`src/core/pmurmc_pkg.sv`:
```
// Package with constants, types and register layout of the rail mode controller.
package pmurmc_pkg;

    localparam int          RAIL_COUNT        = 7;
    // Rail bit positions: bit 0 is rail one, bit 6 is rail seven.
    localparam logic [6:0]  ALWAYS_ON_MASK    = 7'h71;
    localparam logic [6:0]  CORE_RAIL_MASK    = 7'h0e;
    localparam logic [6:0]  LDO_RAIL_MASK     = 7'h78;
    localparam logic [6:0]  RAIL_ONE_MASK     = 7'h01;
    localparam logic [6:0]  OTG_RAIL_MASK     = 7'h60;

    // Register map, byte addresses on the word-aligned slave.
    localparam logic [3:0]  ADDR_CONTROL      = 4'h0;
    localparam logic [3:0]  ADDR_STATUS       = 4'h4;

    // Control register field positions.
    localparam int          CTRL_DISABLE_LSB  = 0;
    localparam int          CTRL_DISCH_LSB    = 8;
    // Status register field positions.
    localparam int          STAT_RAIL_LSB     = 0;
    localparam int          STAT_DISCH_LSB    = 8;
    localparam int          STAT_STATE_LSB    = 16;
    localparam int          STAT_RESET_BIT    = 20;
    localparam int          STAT_BUTTON_BIT   = 21;
    localparam int          STAT_GOOD_BIT     = 22;

    localparam logic [6:0]  CTRL_DISABLE_RST  = 7'h00;
    localparam logic [6:0]  CTRL_DISCH_RST    = 7'h00;
    localparam logic [1:0]  SYNC_HIGH_RST     = 2'h3;
    localparam logic [1:0]  SYNC_LOW_RST      = 2'h0;

    // Clock and reset timeout.
    localparam int          CLK_PERIOD_NS     = 50;
    localparam int          RESET_TIMEOUT_NS  = 1000000;
    localparam int          RESET_TIMEOUT_CYC = (RESET_TIMEOUT_NS + CLK_PERIOD_NS - 1) / CLK_PERIOD_NS;

    typedef struct packed {
        logic [6:0] discharge;
        logic [6:0] railDisable;
    } pmurmc_ctrl_type;

    typedef enum logic [2:0] {
        ST_OFF,
        ST_RAMP,
        ST_RESET,
        ST_RUN
    } pmurmc_state_type;

endpackage : pmurmc_pkg

```
`src/core/pmurmc_core.sv`:
```
// Rail mode controller: sequencing, rail enables, discharge and Avalon-MM registers.
//
// The Avalon-MM interface to the registers and the placing of the registers were chosen for this implementation.
`timescale 1ns/1ps
`default_nettype none

// Notes on behaviour
// - Button or hold input turns on rails one, five, six and seven.
// - Hold and core enable with no disables keep all seven rails on.
// - Normal mode: rails six and seven disabled, rails one to five stay on.
// - Sleep mode: hold only, six and seven disabled, only rails one and five on.
// - No hold, no core enable, no button: all rails off.
// - A disabled linear rail with its discharge bit set gets its discharge path.
// - Button starts rail one, then five to seven, reset held until timer expires.
// - Button released before hold or core enable: start-up ends, all rails off.
// - Button status output pulled low while the button is asserted.
module pmurmc_core
    import pmurmc_pkg::*;
#(
    parameter int RESET_TIMEOUT_CYCLES = RESET_TIMEOUT_CYC
) (
    input  wire logic        clk_sys,
    input  wire logic        reset_n,
    input  wire logic [3:0]  avs_address,
    input  wire logic        avs_read,
    input  wire logic        avs_write,
    input  wire logic [31:0] avs_writedata,
    input  wire logic [3:0]  avs_byteenable,
    output logic      [31:0] avs_readdata,
    output logic             avs_waitrequest,
    input  wire logic        push_button_in_n,
    input  wire logic        hold_rail_enable_in,
    input  wire logic        core_rail_enable_in,
    input  wire logic        rail_one_good_in,
    output logic      [6:0]  rail_enable,
    output logic      [6:0]  discharge_enable,
    output logic             cpu_reset_out_n,
    output logic             cpu_reset_oe,
    output logic             button_status_out_n,
    output logic             button_status_oe
);

    localparam int TW = $clog2(RESET_TIMEOUT_CYCLES + 1);
    localparam logic [TW-1:0] TIMER_LAST = TW'(RESET_TIMEOUT_CYCLES - 1);

    function automatic logic [6:0] railRequest(input logic button, input logic hold, input logic core,
                                               input logic [6:0] railDisable);
        logic [6:0] want;
        want = ((button | hold) ? ALWAYS_ON_MASK : 7'h00) | (core ? CORE_RAIL_MASK : 7'h00);
        return want & ~railDisable;
    endfunction : railRequest

    ////////////////////////////////////////////////////////////////////////////////////////////////
    // Pin synchronisers.

    logic [1:0] buttonSync_reg;
    logic [1:0] holdSync_reg;
    logic [1:0] coreSync_reg;
    logic [1:0] goodSync_reg;
    logic       buttonPrev_reg;

    // Every pin has its own two-stage synchroniser, and only the second stage feeds any logic.
    always_ff @(posedge clk_sys) begin
        if (!reset_n) begin
            buttonSync_reg <= SYNC_HIGH_RST;
        end else begin
            buttonSync_reg <= {buttonSync_reg[0], push_button_in_n};
        end
    end

    always_ff @(posedge clk_sys) begin
        if (!reset_n) begin
            holdSync_reg <= SYNC_LOW_RST;
        end else begin
            holdSync_reg <= {holdSync_reg[0], hold_rail_enable_in};
        end
    end

    always_ff @(posedge clk_sys) begin
        if (!reset_n) begin
            coreSync_reg <= SYNC_LOW_RST;
        end else begin
            coreSync_reg <= {coreSync_reg[0], core_rail_enable_in};
        end
    end

    always_ff @(posedge clk_sys) begin
        if (!reset_n) begin
            goodSync_reg <= SYNC_LOW_RST;
        end else begin
            goodSync_reg <= {goodSync_reg[0], rail_one_good_in};
        end
    end

    // The edge detector starts at the released level, so leaving reset never looks like a press.
    always_ff @(posedge clk_sys) begin
        if (!reset_n) begin
            buttonPrev_reg <= 1'b0;
        end else begin
            buttonPrev_reg <= ~buttonSync_reg[1];
        end
    end

    wire logic buttonOn   = ~buttonSync_reg[1];
    wire logic holdOn     = holdSync_reg[1];
    wire logic coreOn     = coreSync_reg[1];
    wire logic railGood   = goodSync_reg[1];
    wire logic buttonRise = buttonOn & ~buttonPrev_reg;
    // Nobody in control: no button, no hold, no core enable.
    wire logic released   = ~buttonOn & ~holdOn & ~coreOn;

    ////////////////////////////////////////////////////////////////////////////////////////////////
    // Register slave: one wait cycle, then the access completes.

    pmurmc_ctrl_type  ctrl_reg;
    pmurmc_ctrl_type  ctrl_next;
    pmurmc_state_type state_reg;
    pmurmc_state_type state_next;
    logic             ack_reg;
    logic [31:0]      readData_reg;
    logic [6:0]       rail_reg;
    logic [6:0]       rail_next;
    logic [6:0]       disch_reg;
    logic             cpuReset_reg;
    logic [TW-1:0]    timer_reg;
    logic [TW-1:0]    timer_next;

    wire logic        access     = avs_read | avs_write;
    wire logic        hitControl = (avs_address == ADDR_CONTROL);
    wire logic        hitStatus  = (avs_address == ADDR_STATUS);
    wire logic        writeCtrl  = avs_write & ack_reg & hitControl;
    wire logic        resetLow   = ~cpuReset_reg;

    // Each field is widened on its own, so no inversion or shift is done at the wrong width.
    wire logic [31:0] statRail   = 32'(rail_reg) << STAT_RAIL_LSB;
    wire logic [31:0] statDisch  = 32'(disch_reg) << STAT_DISCH_LSB;
    wire logic [31:0] statState  = 32'(state_reg) << STAT_STATE_LSB;
    wire logic [31:0] statReset  = 32'(resetLow) << STAT_RESET_BIT;
    wire logic [31:0] statButton = 32'(buttonOn) << STAT_BUTTON_BIT;
    wire logic [31:0] statGood   = 32'(railGood) << STAT_GOOD_BIT;
    wire logic [31:0] statusWord = statRail | statDisch | statState | statReset | statButton | statGood;
    wire logic [31:0] ctrlDis    = 32'(ctrl_reg.railDisable) << CTRL_DISABLE_LSB;
    wire logic [31:0] ctrlDisch  = 32'(ctrl_reg.discharge) << CTRL_DISCH_LSB;
    wire logic [31:0] ctrlWord   = ctrlDis | ctrlDisch;

    wire logic [31:0] readMux    = hitControl ? ctrlWord : (hitStatus ? statusWord : 32'h0000_0000);
    wire logic [6:0]  wrDisable  = avs_byteenable[0] ? avs_writedata[CTRL_DISABLE_LSB +: 7] : ctrl_reg.railDisable;
    wire logic [6:0]  wrDisch    = avs_byteenable[1] ? avs_writedata[CTRL_DISCH_LSB +: 7] : ctrl_reg.discharge;
    wire logic        ack_next   = access & ~ack_reg;
    // Read data are captured in the wait cycle and then stand until the next read is taken.
    wire logic        readTake   = avs_read & ~ack_reg;
    wire logic [31:0] readData_next = readTake ? readMux : readData_reg;

    assign avs_waitrequest = access & ~ack_reg;
    assign avs_readdata    = readData_reg;

    always_ff @(posedge clk_sys) begin
        if (!reset_n) begin
            ack_reg <= 1'b0;
        end else begin
            ack_reg <= ack_next;
        end
    end

    always_ff @(posedge clk_sys) begin
        if (!reset_n) begin
            readData_reg <= 32'h0000_0000;
        end else begin
            readData_reg <= readData_next;
        end
    end

    wire logic wakeOtg  = (state_reg == ST_RUN) & buttonRise;
    wire logic goingOff = (state_next == ST_OFF);

    // Power-down clears the disables so no rail stays disabled at the next start-up. A button press
    // while running wakes rails six and seven; the hardware action outranks a write in that cycle.
    always_comb begin
        ctrl_next = ctrl_reg;
        if (writeCtrl) begin
            ctrl_next.railDisable = wrDisable;
            ctrl_next.discharge   = wrDisch;
        end
        if (wakeOtg) begin
            ctrl_next.railDisable = ctrl_next.railDisable & ~OTG_RAIL_MASK;
        end
        if (goingOff) begin
            ctrl_next.railDisable = CTRL_DISABLE_RST;
        end
    end

    ////////////////////////////////////////////////////////////////////////////////////////////////
    // Sequencer.

    // The timer stops at its last count, so a late power-good leaves it parked there.
    wire logic timerDone = (timer_reg == TIMER_LAST);

    always_comb begin
        state_next = state_reg;
        rail_next  = 7'h00;
        timer_next = '0;
        case (state_reg)
            ST_OFF: begin
                if (buttonOn) begin
                    state_next = ST_RAMP;
                end
            end
            ST_RAMP: begin
                rail_next = RAIL_ONE_MASK;
                if (!buttonOn) begin
                    state_next = ST_OFF;
                end else if (railGood) begin
                    state_next = ST_RESET;
                end
            end
            ST_RESET: begin
                rail_next  = railRequest(buttonOn, holdOn, coreOn, ctrl_reg.railDisable);
                timer_next = timerDone ? timer_reg : timer_reg + 1'b1;
                if (released) begin
                    state_next = ST_OFF;
                    rail_next  = 7'h00;
                end else if (timerDone && railGood) begin
                    state_next = ST_RUN;
                end
            end
            ST_RUN: begin
                // The core enable input is a level from the processor.
                rail_next = railRequest(buttonOn, holdOn, coreOn, ctrl_reg.railDisable);
                if (released) begin
                    state_next = ST_OFF;
                    rail_next  = 7'h00;
                end
            end
            default: begin
                state_next = ST_OFF;
            end
        endcase
    end

    // Discharge follows the next rail value, so a path never opens while its rail is still lit.
    wire logic [6:0] disch_next    = ~rail_next & ctrl_next.discharge & LDO_RAIL_MASK;
    wire logic       cpuReset_next = (state_next == ST_RUN);

    always_ff @(posedge clk_sys) begin
        if (!reset_n) begin
            state_reg <= ST_OFF;
        end else begin
            state_reg <= state_next;
        end
    end

    always_ff @(posedge clk_sys) begin
        if (!reset_n) begin
            ctrl_reg <= '{discharge: CTRL_DISCH_RST, railDisable: CTRL_DISABLE_RST};
        end else begin
            ctrl_reg <= ctrl_next;
        end
    end

    always_ff @(posedge clk_sys) begin
        if (!reset_n) begin
            timer_reg <= '0;
        end else begin
            timer_reg <= timer_next;
        end
    end

    // Rails change only at a clock edge, so a mode change never shows a passing enable pulse.
    always_ff @(posedge clk_sys) begin
        if (!reset_n) begin
            rail_reg <= 7'h00;
        end else begin
            rail_reg <= rail_next;
        end
    end

    always_ff @(posedge clk_sys) begin
        if (!reset_n) begin
            disch_reg <= 7'h00;
        end else begin
            disch_reg <= disch_next;
        end
    end

    always_ff @(posedge clk_sys) begin
        if (!reset_n) begin
            cpuReset_reg <= 1'b0;
        end else begin
            cpuReset_reg <= cpuReset_next;
        end
    end

    ////////////////////////////////////////////////////////////////////////////////////////////////
    // Outputs. Open-drain pins drive low only while enabled.

    assign rail_enable         = rail_reg;
    assign discharge_enable    = disch_reg;
    assign cpu_reset_out_n     = 1'b0;
    assign cpu_reset_oe        = ~cpuReset_reg;
    assign button_status_out_n = 1'b0;
    assign button_status_oe    = buttonOn;

endmodule : pmurmc_core

`default_nettype wire

```
`config.mk`:
```
export PLATFORM = sky130hd
export DESIGN_NAME = pmurmc_core
export DESIGN_NICKNAME = d
export VERILOG_FILES = /design/src/core/pmurmc_pkg.sv /design/src/core/pmurmc_core.sv
export SDC_FILE = /design/constraint.sdc
export NUM_CORES = 1
export LEC_CHECK = 0
export BUFFER_PORTS_ARGS = -buffer_cell sky130_fd_sc_hd__buf_2
export CORE_ASPECT_RATIO = 1.1
export CORE_MARGIN = 1.5
export CORE_UTILIZATION = 47
export DETAILED_ROUTE_END_ITERATION = 8
export PLACE_DENSITY = 0.75
export RECOVER_POWER = 25
export SETUP_SLACK_MARGIN = 0.3
export SLEW_MARGIN = 20
export SYNTH_ARGS = -nofsm -noshare
export SYNTH_HDL_FRONTEND = slang
export SYNTH_SLANG_ARGS = --single-unit
```
`constraint.sdc`:
```
create_clock -name clk_sys -period 2.6 [get_ports clk_sys]
set_clock_uncertainty 0.2 [all_clocks]
set_input_delay 0.26 -clock clk_sys [delete_from_list [all_inputs] [get_ports clk_sys]]
set_output_delay 0.26 -clock clk_sys [all_outputs]
set_load 0.05 [all_outputs]
```
==> PnR_summary.wiki, run 1 <==
{| class="wikitable"
! Metric !! Value
|-
| Most heavily used metal layer in global routing || met2
|-
| Die width || 78.61 um
|-
| Summed area of non-filler cells in the final layout || roughly 3600 um2
|-
| Maximum number of pins on one net before global-route repair || between 40 and 50
|-
| Total congestion overflow || 0
|-
| Number of search-and-repair iterations in the first detailed-routing pass || 4
|-
| Antenna violations before repair || 0
|-
| Most area-consuming cells after synthesis || dfxtp_1 50%, nor2_1 5.3%, mux2i_1 5.1%
|-
| Die area || 6773 um2
|-
| Row cnt || 30
|-
| Final hold slack || 0.01015 ns
|-
| Wire length of the first global-routing pass || slightly above 10,000 um
|-
| Layout Utilization || 0.5896
|-
| Total instance count after detailed placement || 446
|-
| Area delta synth->final || 22.06%
|-
| # resized after CTS || 0
|-
| Unrepaired setup endpoints after global routing || no
|-
| Maximum ir drop on the vdd rail || approximately 0.42 mV
|-
| Max Slew Vio Count || 45
|-
| Post-route clock period utilization || 0.8193
|-
| Period minus WS final || around 2.1 ns
|-
| Total GRT Usage || 0.1956
|-
| Top-Level Pins || 99
|-
| Maximum frequency from static timing analysis || between 400 and 500 MHz
|-
| Final weighted congestion of routability-driven global placement || 0.7374
|-
| Post-CTS setup buffers || 0
|-
| Number of cells traversed by the worst hold path || 3
|-
| Root Driver || clkbuf_8
|-
| Number of flip-flops in the largest register || 20
|-
| Largest area contributor in the netlist || dfxtp_1
|-
| Most numerous cell types in the synthesized netlist || 74 x dfxtp_1, 42 x nor2_1, 21 x o21ai_0
|-
| Sum of routed wire length over all layers || 6283 um
|-
| Number of nets in the final layout || ~440
|-
| Most used DFF post-synth || dfxtp_1
|-
| Power per cell area || 627.2 nW/um2
|-
| Overall via count from detail_route || 2,425
|-
| Depth of the worst register-to-register path || 4
|-
| Number of setup violations in the final report || 0
|-
| Number of violations of the max-capacitance limit || 1
|-
| Filler-free cell count of the finished design || 479
|-
| Nature of the critical path startpoint || flip-flop
|-
| Synth cell types || 38
|-
| Met3 routing resource usage after global routing || 0.05000
|-
| Vias in the first global route || 2,291
|-
| DP Wirelength || 4158 um
|-
| Count of antenna-violating nets left after detailed routing || 0
|-
| TritonCTS buffer count || 9
|-
| Vert. Die Dim || 86.17 um
|-
| Endpoint of the lowest-slack register-to-register path || state_reg[0]
|-
| Sequential-to-total area share from yosys stat || 0.5013
|-
| FF+latch count, synth || 74
|-
| Worst Path Max Fanout || 8
|-
| Synth top area share || 0.5013
|-
| Initial core utilization || 0.4830
|-
| Number of synthesis warnings || 0
|-
| Data arrival time of the worst path || 2.19 ns
|-
| Routed WL per cell || 13.12 um
|-
| Initial DRC count || 175
|-
| Number of failing hold endpoints at the final stage || 0
|-
| Worst slack at placement || ~0.43 ns
|-
| DRC viols || 0
|-
| Routed vias/inst || around 5
|-
| Summed instance area of the synthesized netlist || between 2000 and 3000 um2
|-
| TritonCTS clock tree || built
|-
| Number of fillers in the final layout || 555
|-
| Most frequent cell after synthesis || dfxtp_1
|-
| Synthesized netlist cell count || 316
|-
| Status || finished, violations left
|-
| Failing checks || capacitance limit, slew limit
|-
| Global routing usage on met2 || 0.3221
|-
| Measured slew at the worst slew-check pin || 1.539 ns
|-
| Static power due to leakage || 1.363 nW
|-
| Layout cell share with drive strength beyond 1 || 0.1805
|-
| Area of the core || 6118 um2
|-
| Crit end category || flip-flop
|-
| Mean instance size in the synthesized netlist || 9.352 um2
|-
| Total number of H-tree levels || 3
|-
| Worst reg2reg path startpoint || timer_reg[8]
|-
| Met1 routing resource usage after global routing || 0.2382
|-
| DP Area || 3267 um2
|-
| R2R setup slack || between 0.4 and 0.5 ns
|-
| Worst slew margin relative to its limit || -0.02595
|-
| Total Neg Setup Slack || 0 ns
|-
| Worst Hold Launch || avs_writedata[8]
|-
| Clock slew at the register clock pins of the worst setup and hold paths || 0.08 ns
|-
| Antenna Cells || 0
|-
| Clock network latency to the later pin of the worst-skew pair || 0.34 ns
|-
| # port buffers || 61
|-
| Number of sinks handled by clock tree synthesis || 74
|-
| Classification of the worst-slack hold path || in2reg
|-
| Tot Pwr || 2.263 mW
|-
| Number of buffers between clock root and the deepest sink || 2
|-
| Smallest setup slack after layout || 0.4697 ns
|-
| Synth async-reset ratio || 0
|-
| Kind of critical path || reg2reg
|-
| Count of flip-flops with a built-in enable after synthesis || 0
|-
| Data required time of the critical path || 2.66 ns
|}
## cells by family (layout without fill, tap and decap cells)
family | after synthesis | after routing | share of synthesized area
xor gates and xnor gates | 9 | 9 | 0.02667
other | 1 | 18 | 0.001269
and+or+nand+nor | 126 | 126 | 0.2257
muxes | 15 | 15 | 0.05080
AOI/OAI and AO/OA | 52 | 52 | 0.1190
DFF | 74 | 74 | 0.5013
adders and majority gates | 1 | 1 | 0.004233
buffers and inverters | 38 | 104 | 0.07112
## power by group
group          switching, mW  leakage, nW  internal, mW
registers             0.0113        0.600          1.15
clock network          0.402        0.103         0.467
logic                  0.165        0.659        0.0643
total                  0.578         1.36          1.68
## how the worst max path moves through the flow
stage	from	end	slack, ns
floorplan	timer_reg[0]	state_reg[0]	0.74
global placement	avs_address[1]	discharge_enable[4]	0.45
detailed placement	avs_address[1]	discharge_enable[4]	0.43
CTS	timer_reg[0]	state_reg[0]	0.42
global route	timer_reg[0]	state_reg[0]	0.32
finish	timer_reg[8]	state_reg[0]	0.47
## layout by cell type (no fill, tap or decap), types with 6 or more instances in the layout
master and n:
a21boi_0 9, buf_2 44, mux2i_1 15, nand2_1 18
nor2_1 42, clkbuf_8 10, clkbuf_1 19, nor2b_1 10
dfxtp_1 74, conb_1 18, o21ai_0 21, and2_1 7
nand3_1 15, dlygate4sd3_1 17, inv_1 6, a221oi_1 11
xnor2_1 6
## per-layer routing
layer  up-vias  wire (um)
met5         -          0
met4         0         91
met3         8        307
met2        61       2991
met1      1138       2893
li1       1218          -
## repair_timing
| action | 4_1_cts | 5_1_grt |
|---|---|---|
| endpoints found under the setup margin | 0 | 2 |
| endpoints found under the hold margin | 17 | 0 |
| hold buffers | 17 | 0 |
## critical path, stage by stage, from the launching register on
cell	delay [ns]
dfxtp_1	0.34
or4b_4	0.56
nor4_4	0.57
a211oi_2	0.18
a211oi_2	0.21
## final cells by class
class                   instances  area [um2]  share of cell area
clock buffers                  11       141.4             0.03920
clock inverters                 5       53.80             0.01492
inverters                       6       22.52            0.006243
multi-input cells             221        1328              0.3680
flip-flops and latches         74        1481              0.4107
well taps                      80       100.1             0.02775
repair buffers                 82       480.5              0.1332
(Power assumes the default switching activity.)
==> inputs of run 2 (changes only) <==
--- a/config.mk
+++ b/config.mk
@@ -8,7 +8,7 @@
 export BUFFER_PORTS_ARGS = -buffer_cell sky130_fd_sc_hd__buf_2
 export CORE_ASPECT_RATIO = 1.1
 export CORE_MARGIN = 1.5
-export CORE_UTILIZATION = 47
+export CORE_UTILIZATION = 45
 export DETAILED_ROUTE_END_ITERATION = 8
 export PLACE_DENSITY = 0.75
 export RECOVER_POWER = 25
==> constraint.sdc (replaced) <==
create_clock -name clk_sys -period 1.85 [get_ports clk_sys]
set_clock_uncertainty 0.2 [all_clocks]
set_input_delay 0.185 -clock clk_sys [delete_from_list [all_inputs] [get_ports clk_sys]]
set_output_delay 0.185 -clock clk_sys [all_outputs]
set_load 0.05 [all_outputs]
==> run 2 against run 1 <==
The run ends with hold timing left. Via count up 4.9%. Sequential power is 41% higher. First-iteration DRC count fell by 27%. Global-route usage increased by 0.91 points. Final area is 9.4% higher. Largest power group unchanged. Critical path type unchanged. Critical endpoint is now discharge_enable[4]. Combinational power rose by 47%. Largest cell class unchanged.
==> PnR_summary.wiki, run 2 (synthesis results as in run 1) <==
{| class="wikitable"
! Metric !! Value
|-
| Layout Utilization || 0.6293 (+0.03977)
|-
| Failing checks || hold timing
|-
| Status || finished, violations left
|-
| Unrepaired setup endpoints after global routing || yes
|-
| Number of search-and-repair iterations in the first detailed-routing pass || 4 (unchanged)
|-
| Initial DRC count || 128 (-27%)
|-
| Total GRT Usage || 0.2047 (+0.009090)
|-
| Number of violations of the max-capacitance limit || 0 (-1)
|-
| Antenna violations before repair || 0 (unchanged)
|-
| Maximum frequency from static timing analysis || 572.0 MHz (+22%)
|-
| DP Wirelength || 4351 um (+4.6%)
|-
| Summed area of non-filler cells in the final layout || 3945 um2 (+9.4%)
|-
| TritonCTS buffer count || 9 (unchanged)
|-
| Routed WL per cell || 13.89 um (+5.9%)
|-
| Vias in the first global route || 2,395 (+4.5%)
|-
| Worst Path Max Fanout || 7 (-1)
|-
| Initial core utilization || 0.4715 (-0.01157)
|-
| Row cnt || 30 (unchanged)
|-
| Total instance count after detailed placement || 458 (+2.7%)
|-
| Area of the core || 6269 um2 (+2.5%)
|-
| Nature of the critical path startpoint || flip-flop
|-
| Clock network latency to the later pin of the worst-skew pair || 0.34 ns (about the same)
|-
| Clock slew at the register clock pins of the worst setup and hold paths || 0.08 ns (about the same)
|-
| Most common library cell in the layout ignoring fill and taps || dfxtp_1
|-
| Total congestion overflow || 0 (unchanged)
|-
| DRC viols || 0 (unchanged)
|-
| Root Driver || clkbuf_8
|-
| Layout cell share with drive strength beyond 1 || 0.2888 (+0.1083)
|-
| Measured slew at the worst slew-check pin || 0.6870 ns (-0.8519 ns)
|-
| Overall via count from detail_route || 2,544 (+4.9%)
|-
| Critical-path cell with the highest stage delay || clkbuf_1
|-
| Final weighted congestion of routability-driven global placement || 0.8110 (+10%)
|-
| Most used cells in the layout excluding fill and tap cells || 64 x dfxtp_1, 54 x buf_2, 41 x nor2_1
|-
| Classification of the worst-slack hold path || in2reg
|-
| Die width || 80.27 um (+2.1%)
|-
| Buf/Inv on CP || 1 (+1)
|-
| Top-Level Pins || 99 (unchanged)
|-
| Number of buffers between clock root and the deepest sink || 2 (unchanged)
|-
| Wire length of the first global-routing pass || 11,050 um (+6.4%)
|-
| Crit path cell chain || and4_1 > clkbuf_1 > mux2i_1 > nor2_1
|-
| Period minus WS final || 1.748 ns (-0.3820 ns)
|-
| Crit end category || flip-flop
|-
| Count of antenna-violating nets left after detailed routing || 0 (unchanged)
|-
| # port buffers || 61 (unchanged)
|-
| Static power due to leakage || 1.582 nW (+16%)
|-
| Routed vias/inst || 5.098 (+0.70%)
|-
| Number of nets in the final layout || 463 (+4.5%)
|-
| Number of failing hold endpoints at the final stage || 3 (+3)
|-
| Max stage delay on crit path || 0.48 ns (-0.09 ns)
|-
| Die area || 7063 um2 (+4.3%)
|-
| Post-route clock period utilization || 0.9450 (+0.1257)
|-
| Number of sinks handled by clock tree synthesis || 74 (unchanged)
|-
| Area delta synth->final || 33.49%
|-
| Number of flip-flops in the largest register || 20 (unchanged)
|-
| Total number of H-tree levels || 3 (unchanged)
|-
| Vert. Die Dim || 88.00 um (+2.1%)
|-
| Number of fillers in the final layout || 525 (-5.4%)
|-
| Number of setup violations in the final report || 0 (unchanged)
|-
| Power per cell area || 826.9 nW/um2 (+32%)
|-
| DP Area || 3418 um2 (+4.6%)
|-
| Kind of critical path || reg2reg
|-
| Hold buffer count at cts || 18 (+1)
|-
| Total Neg Setup Slack || 0 ns (unchanged)
|-
| Maximum ir drop on the vdd rail || 0.5702 mV (+37%)
|-
| Antenna Cells || 0 (unchanged)
|-
| Filler-free cell count of the finished design || 499 (+4.2%)
|-
| Max Slew Vio Count || 0 (-100%)
|-
| Sum of routed wire length over all layers || 6929 um (+10%)
|-
| Worst slew margin relative to its limit || 0.5420 (+0.5680)
|-
| Maximum number of pins on one net before global-route repair || 45 (unchanged)
|-
| TritonCTS clock tree || built
|-
| Data required time of the critical path || 1.89 ns (-0.77 ns)
|-
| Worst path top cell family by delay || buffers and inverters
|-
| Data arrival time of the worst path || 1.78 ns (-0.41 ns)
|-
| Final hold slack || -0.01289 ns (-0.02304 ns)
|}
-- run 2: cell count changes in the layout (fill, tap and decap cells not counted), moves of 8 or more --
| cell | delta |
|---|---|
| buf_2 | +10 |
| dfxtp_2 | +8 |
| buf_4 | +10 |
| clkbuf_1 | -9 |
| dfxtp_1 | -10 |
-- run 2: routing by layer --
layer,routed length [um],part of all wire,GRT usage,vias up
met2,3507,0.51,0.3445,88
met5,0,0,0,-
met1,2966,0.43,0.2516,1195
li1,-,-,-,1253
met4,101,0.015,0.08621,0
met3,354,0.051,0.04688,8
-- run 2: cell type report --
type	instances	area, um2	share of cell area
inverter	6	22.52	0.005709
tap	80	100.1	0.02537
timing repair buffer	102	666.9	0.1690
sequential	74	1499	0.3800
multi-input combinational	221	1448	0.3670
clock inverter	6	71.32	0.01808
clock buffer	10	137.6	0.03489
-- run 2: path summary, 6_finish.rpt --
| check | startpoint | cells past startpoint | slack [ns] | endpoint |
|---|---|---|---|---|
| worst max-delay path | ack_reg | 4 | 0.10 | discharge_enable[4] |
| worst min register to register | buttonSync_reg[0] | 1 | 0.21 | buttonSync_reg[1] |
| worst max register to register | ack_reg | 4 | 0.10 | discharge_enable[4] |
| worst min-delay path | reset_n | 3 | -0.01 | state_reg[1] |
-- run 2: power breakdown --
group / leakage (nW) / total, mW / switching [mW] / internal [mW]
logic: 0.878 / 0.336 / 0.236 / 0.0993
registers: 0.605 / 1.63 / 0.0164 / 1.62
clock network: 0.0995 / 1.29 / 0.621 / 0.671
total: 1.58 / 3.26 / 0.874 / 2.39
-- run 2: timing repair --
| action | 4_1_cts | 5_1_grt |
|---|---|---|
| setup buffers | 3 | 4 |
| endpoints found under the hold margin | 25 | 3 |
| pin swaps | 5 | 11 |
| resized for setup | 16 | 14 |
| endpoints found under the setup margin | 16 | 21 |
-- run 2: worst register-to-register path: cells and delay by family (launching register included) --
kind / cells / cell delay (ns)
simple gates: 2 / 0.27
buf+inv: 1 / 0.48
flops: 1 / 0.38
mux: 1 / 0.31
-- run 2: metrics by stage --
stage | setup slack [ns] | power, mW
after floorplan | 0.002110 | 1.926
after global placement | 0.03605 | 1.980
after detailed placement | 0.02160 | 1.981
after CTS | 0.1029 | 3.288
after global routing | 0.03907 | 3.391
final | 0.1018 | 3.262
==> inputs of run 3 (changes only) <==
--- a/config.mk
+++ b/config.mk
@@ -8,7 +8,7 @@
 export BUFFER_PORTS_ARGS = -buffer_cell sky130_fd_sc_hd__buf_2
 export CORE_ASPECT_RATIO = 1.1
 export CORE_MARGIN = 1.5
-export CORE_UTILIZATION = 45
+export CORE_UTILIZATION = 47
 export DETAILED_ROUTE_END_ITERATION = 8
 export PLACE_DENSITY = 0.75
 export RECOVER_POWER = 25
==> constraint.sdc (replaced) <==
create_clock -name clk_sys -period 2 [get_ports clk_sys]
set_clock_uncertainty 0.2 [all_clocks]
set_input_delay 0.2 -clock clk_sys [delete_from_list [all_inputs] [get_ports clk_sys]]
set_output_delay 0.2 -clock clk_sys [all_outputs]
set_load 0.05 [all_outputs]
==> run 3 against run 2 <==
The run now ends clean. Die area is 4.1% lower. Final area is 2.1% lower. Routed wire length is 1.3% lower. Largest power group unchanged. Cell count is 0.40% lower. Flip-flop and latch count stayed put. Global-route usage is 0.22 points higher. Fmax is 3.7% lower. Setup slack better by 0.083 ns. Sequential power is 7% lower.
==> PnR_summary.wiki, run 3 (synthesis results as in run 1) <==
{| class="wikitable"
! Metric !! Value
|-
| Routed WL per cell || 13.75 um (-0.95%)
|-
| Vias in the first global route || 2,431 (+1.5%)
|-
| Tot Pwr || 3.117 mW (-4.4%)
|-
| Area of the core || 6118 um2 (-2.4%)
|-
| Number of sinks handled by clock tree synthesis || 74 (unchanged)
|-
| Worst slew margin relative to its limit || 0.5208 (-0.02120)
|-
| Status || finished, final reports clean
|-
| Area delta synth->final || 30.74%
|-
| Data required time of the critical path || 2.04 ns (+0.15 ns)
|-
| Maximum number of pins on one net before global-route repair || 45 (unchanged)
|-
| Worst Path Max Fanout || 7 (unchanged)
|-
| Static power due to leakage || 1.507 nW (-4.8%)
|-
| Number of setup violations in the final report || 0 (unchanged)
|-
| DRC viols || 0 (unchanged)
|-
| Number of cells traversed by the worst hold path || 4 (+1)
|-
| Die width || 78.61 um (-2.1%)
|-
| Classification of the worst-slack hold path || in2reg
|-
| Post-route clock period utilization || 0.9074 (-0.03759)
|-
| Number of failing hold endpoints at the final stage || 0 (-3)
|-
| Number of flip-flops in the largest register || 20 (unchanged)
|-
| Most common library cell in the layout ignoring fill and taps || dfxtp_1
|-
| DP Wirelength || 4192 um (-3.6%)
|-
| Routed vias/inst || 5.113 (+0.28%)
|-
| Crit end category || flip-flop
|-
| Top-Level Pins || 99 (unchanged)
|-
| Initial core utilization || 0.4830 (+0.01157)
|-
| # port buffers || 61 (unchanged)
|-
| Antenna Cells || 0 (unchanged)
|-
| Kind of critical path || reg2reg
|-
| Clock network latency to the later pin of the worst-skew pair || 0.34 ns (about the same)
|-
| Number of nets in the final layout || 461 (-0.43%)
|-
| Number of fillers in the final layout || 543 (+3.4%)
|-
| Final weighted congestion of routability-driven global placement || 0.7725 (-4.7%)
|-
| Clock slew at the register clock pins of the worst setup and hold paths || 0.08 ns (about the same)
|-
| Number of violations of the max-capacitance limit || 0 (unchanged)
|-
| Measured slew at the worst slew-check pin || 0.7188 ns (+0.03180 ns)
|-
| Sum of routed wire length over all layers || 6836 um (-1.3%)
|-
| Data arrival time of the worst path || 1.86 ns (+0.08 ns)
|-
| Initial DRC count || 159 (+24%)
|-
| Maximum frequency from static timing analysis || 551.0 MHz (-3.7%)
|-
| Row cnt || 30 (unchanged)
|-
| Worst Hold Launch || avs_read
|-
| Power per cell area || 806.9 nW/um2 (-2.4%)
|-
| Period minus WS final || 1.815 ns (+0.06657 ns)
|-
| Antenna violations before repair || 0 (unchanged)
|-
| TritonCTS buffer count || 9 (unchanged)
|-
| Endpoint of the lowest-slack register-to-register path || timer_reg[2]
|-
| Die area || 6773 um2 (-4.1%)
|-
| Most used cells in the layout excluding fill and tap cells || 69 x dfxtp_1, 48 x buf_2, 42 x nor2_1
|-
| Total congestion overflow || 0 (unchanged)
|-
| Vert. Die Dim || 86.17 um (-2.1%)
|-
| Depth of the worst register-to-register path || 6 (+2)
|-
| Layout Utilization || 0.6315 (+0.002152)
|-
| Root Driver || clkbuf_8
|-
| Number of search-and-repair iterations in the first detailed-routing pass || 4 (unchanged)
|-
| Total GRT Usage || 0.2069 (+0.002191)
|-
| Nature of the critical path startpoint || flip-flop
|-
| Maximum ir drop on the vdd rail || 0.4542 mV (-20%)
|-
| Total Neg Setup Slack || 0 ns (unchanged)
|-
| TritonCTS clock tree || built
|-
| R2R setup slack || 0.19 ns (+0.08 ns)
|-
| Worst reg2reg path startpoint || timer_reg[12]
|-
| Wire length of the first global-routing pass || 10,860 um (-1.7%)
|-
| Total number of H-tree levels || 3 (unchanged)
|-
| Max Slew Vio Count || 0 (unchanged)
|-
| Overall via count from detail_route || 2,541 (-0.12%)
|-
| Count of antenna-violating nets left after detailed routing || 0 (unchanged)
|-
| Layout cell share with drive strength beyond 1 || 0.2590 (-0.02979)
|-
| Unrepaired setup endpoints after global routing || yes
|-
| Endpoint of the worst hold-timing path || ack_reg
|-
| Number of buffers between clock root and the deepest sink || 2 (unchanged)
|}
[run 3: changes by cell type in the layout (fill, tap and decap cells not counted), sizes merged]
cell | previous run | this run
buf | 73 | 68
clkbuf | 21 | 23
clkinvlp | 2 | 0
bufinv | 1 | 2
clkinv | 1 | 2
inv | 8 | 9
[run 3: power by group]
part | total (mW) | internal [mW] | leakage [nW] | switching [mW]
registers | 1.51 | 1.50 | 0.603 | 0.0149
logic | 0.307 | 0.0898 | 0.789 | 0.218
clock network | 1.30 | 0.716 | 0.115 | 0.582
[run 3: per-stage QoR]
step	hold WS, ns	cell area [um2]	instances	setup WS, ns
global placement	0.1950	3341	455	0.1718
floorplan	0.1015	3025	333	0.1521
detailed placement	0.2065	3341	455	0.1644
finish	0.04262	3864	497	0.1852
CTS	0.04602	3799	492	0.2594
global route	0.07687	3864	497	0.1008
[run 3: area by class of cell]
class,instances,area (um2),share of cell area
Clock buffer,9,123.9,0.03206
Clock inverter,7,100.1,0.02591
Inverter,6,22.52,0.005829
Multi-Input combinational cell,221,1395,0.3611
Sequential cell,74,1490,0.3857
Tap cell,80,100.1,0.02591
Timing Repair Buffer,100,631.9,0.1635
[run 3: timing repair]
item,4_1_cts,5_1_grt
gates resized for setup,8,12
cloned,0,0
buffers inserted,3,5
endpoints found under the hold margin,22,0
pin swaps,3,5
hold buffers,18,0
setup endpoints to repair,11,20
[run 3: layer usage]
layer	wire, um	GRT usage	up-vias	part of all wire
met2	3335	0.3433	79	0.49
met5	0	0	-	0
li1	-	-	1257	-
met1	2984	0.2472	1192	0.44
met4	156	0.1169	0	0.023
met3	360	0.04468	13	0.053
[run 3: how the worst max path moves through the flow]
stage / startpoint / endpoint / slack, ns
floorplan: timer_reg[8] / state_reg[0] / 0.15
global placement: timer_reg[8] / timer_reg[1] / 0.17
detailed placement: timer_reg[8] / timer_reg[1] / 0.16
CTS: timer_reg[12] / timer_reg[1] / 0.26
global route: timer_reg[12] / timer_reg[2] / 0.10
finish: timer_reg[12] / timer_reg[2] / 0.19
[run 3: critical path: stages (launching register included)]
cell and delay [ns]:
dfxtp_2 0.33, or4b_4 0.54, nor4_4 0.15, buf_6 0.17, buf_4 0.12, o211ai_1 0.10, o31ai_1 0.10
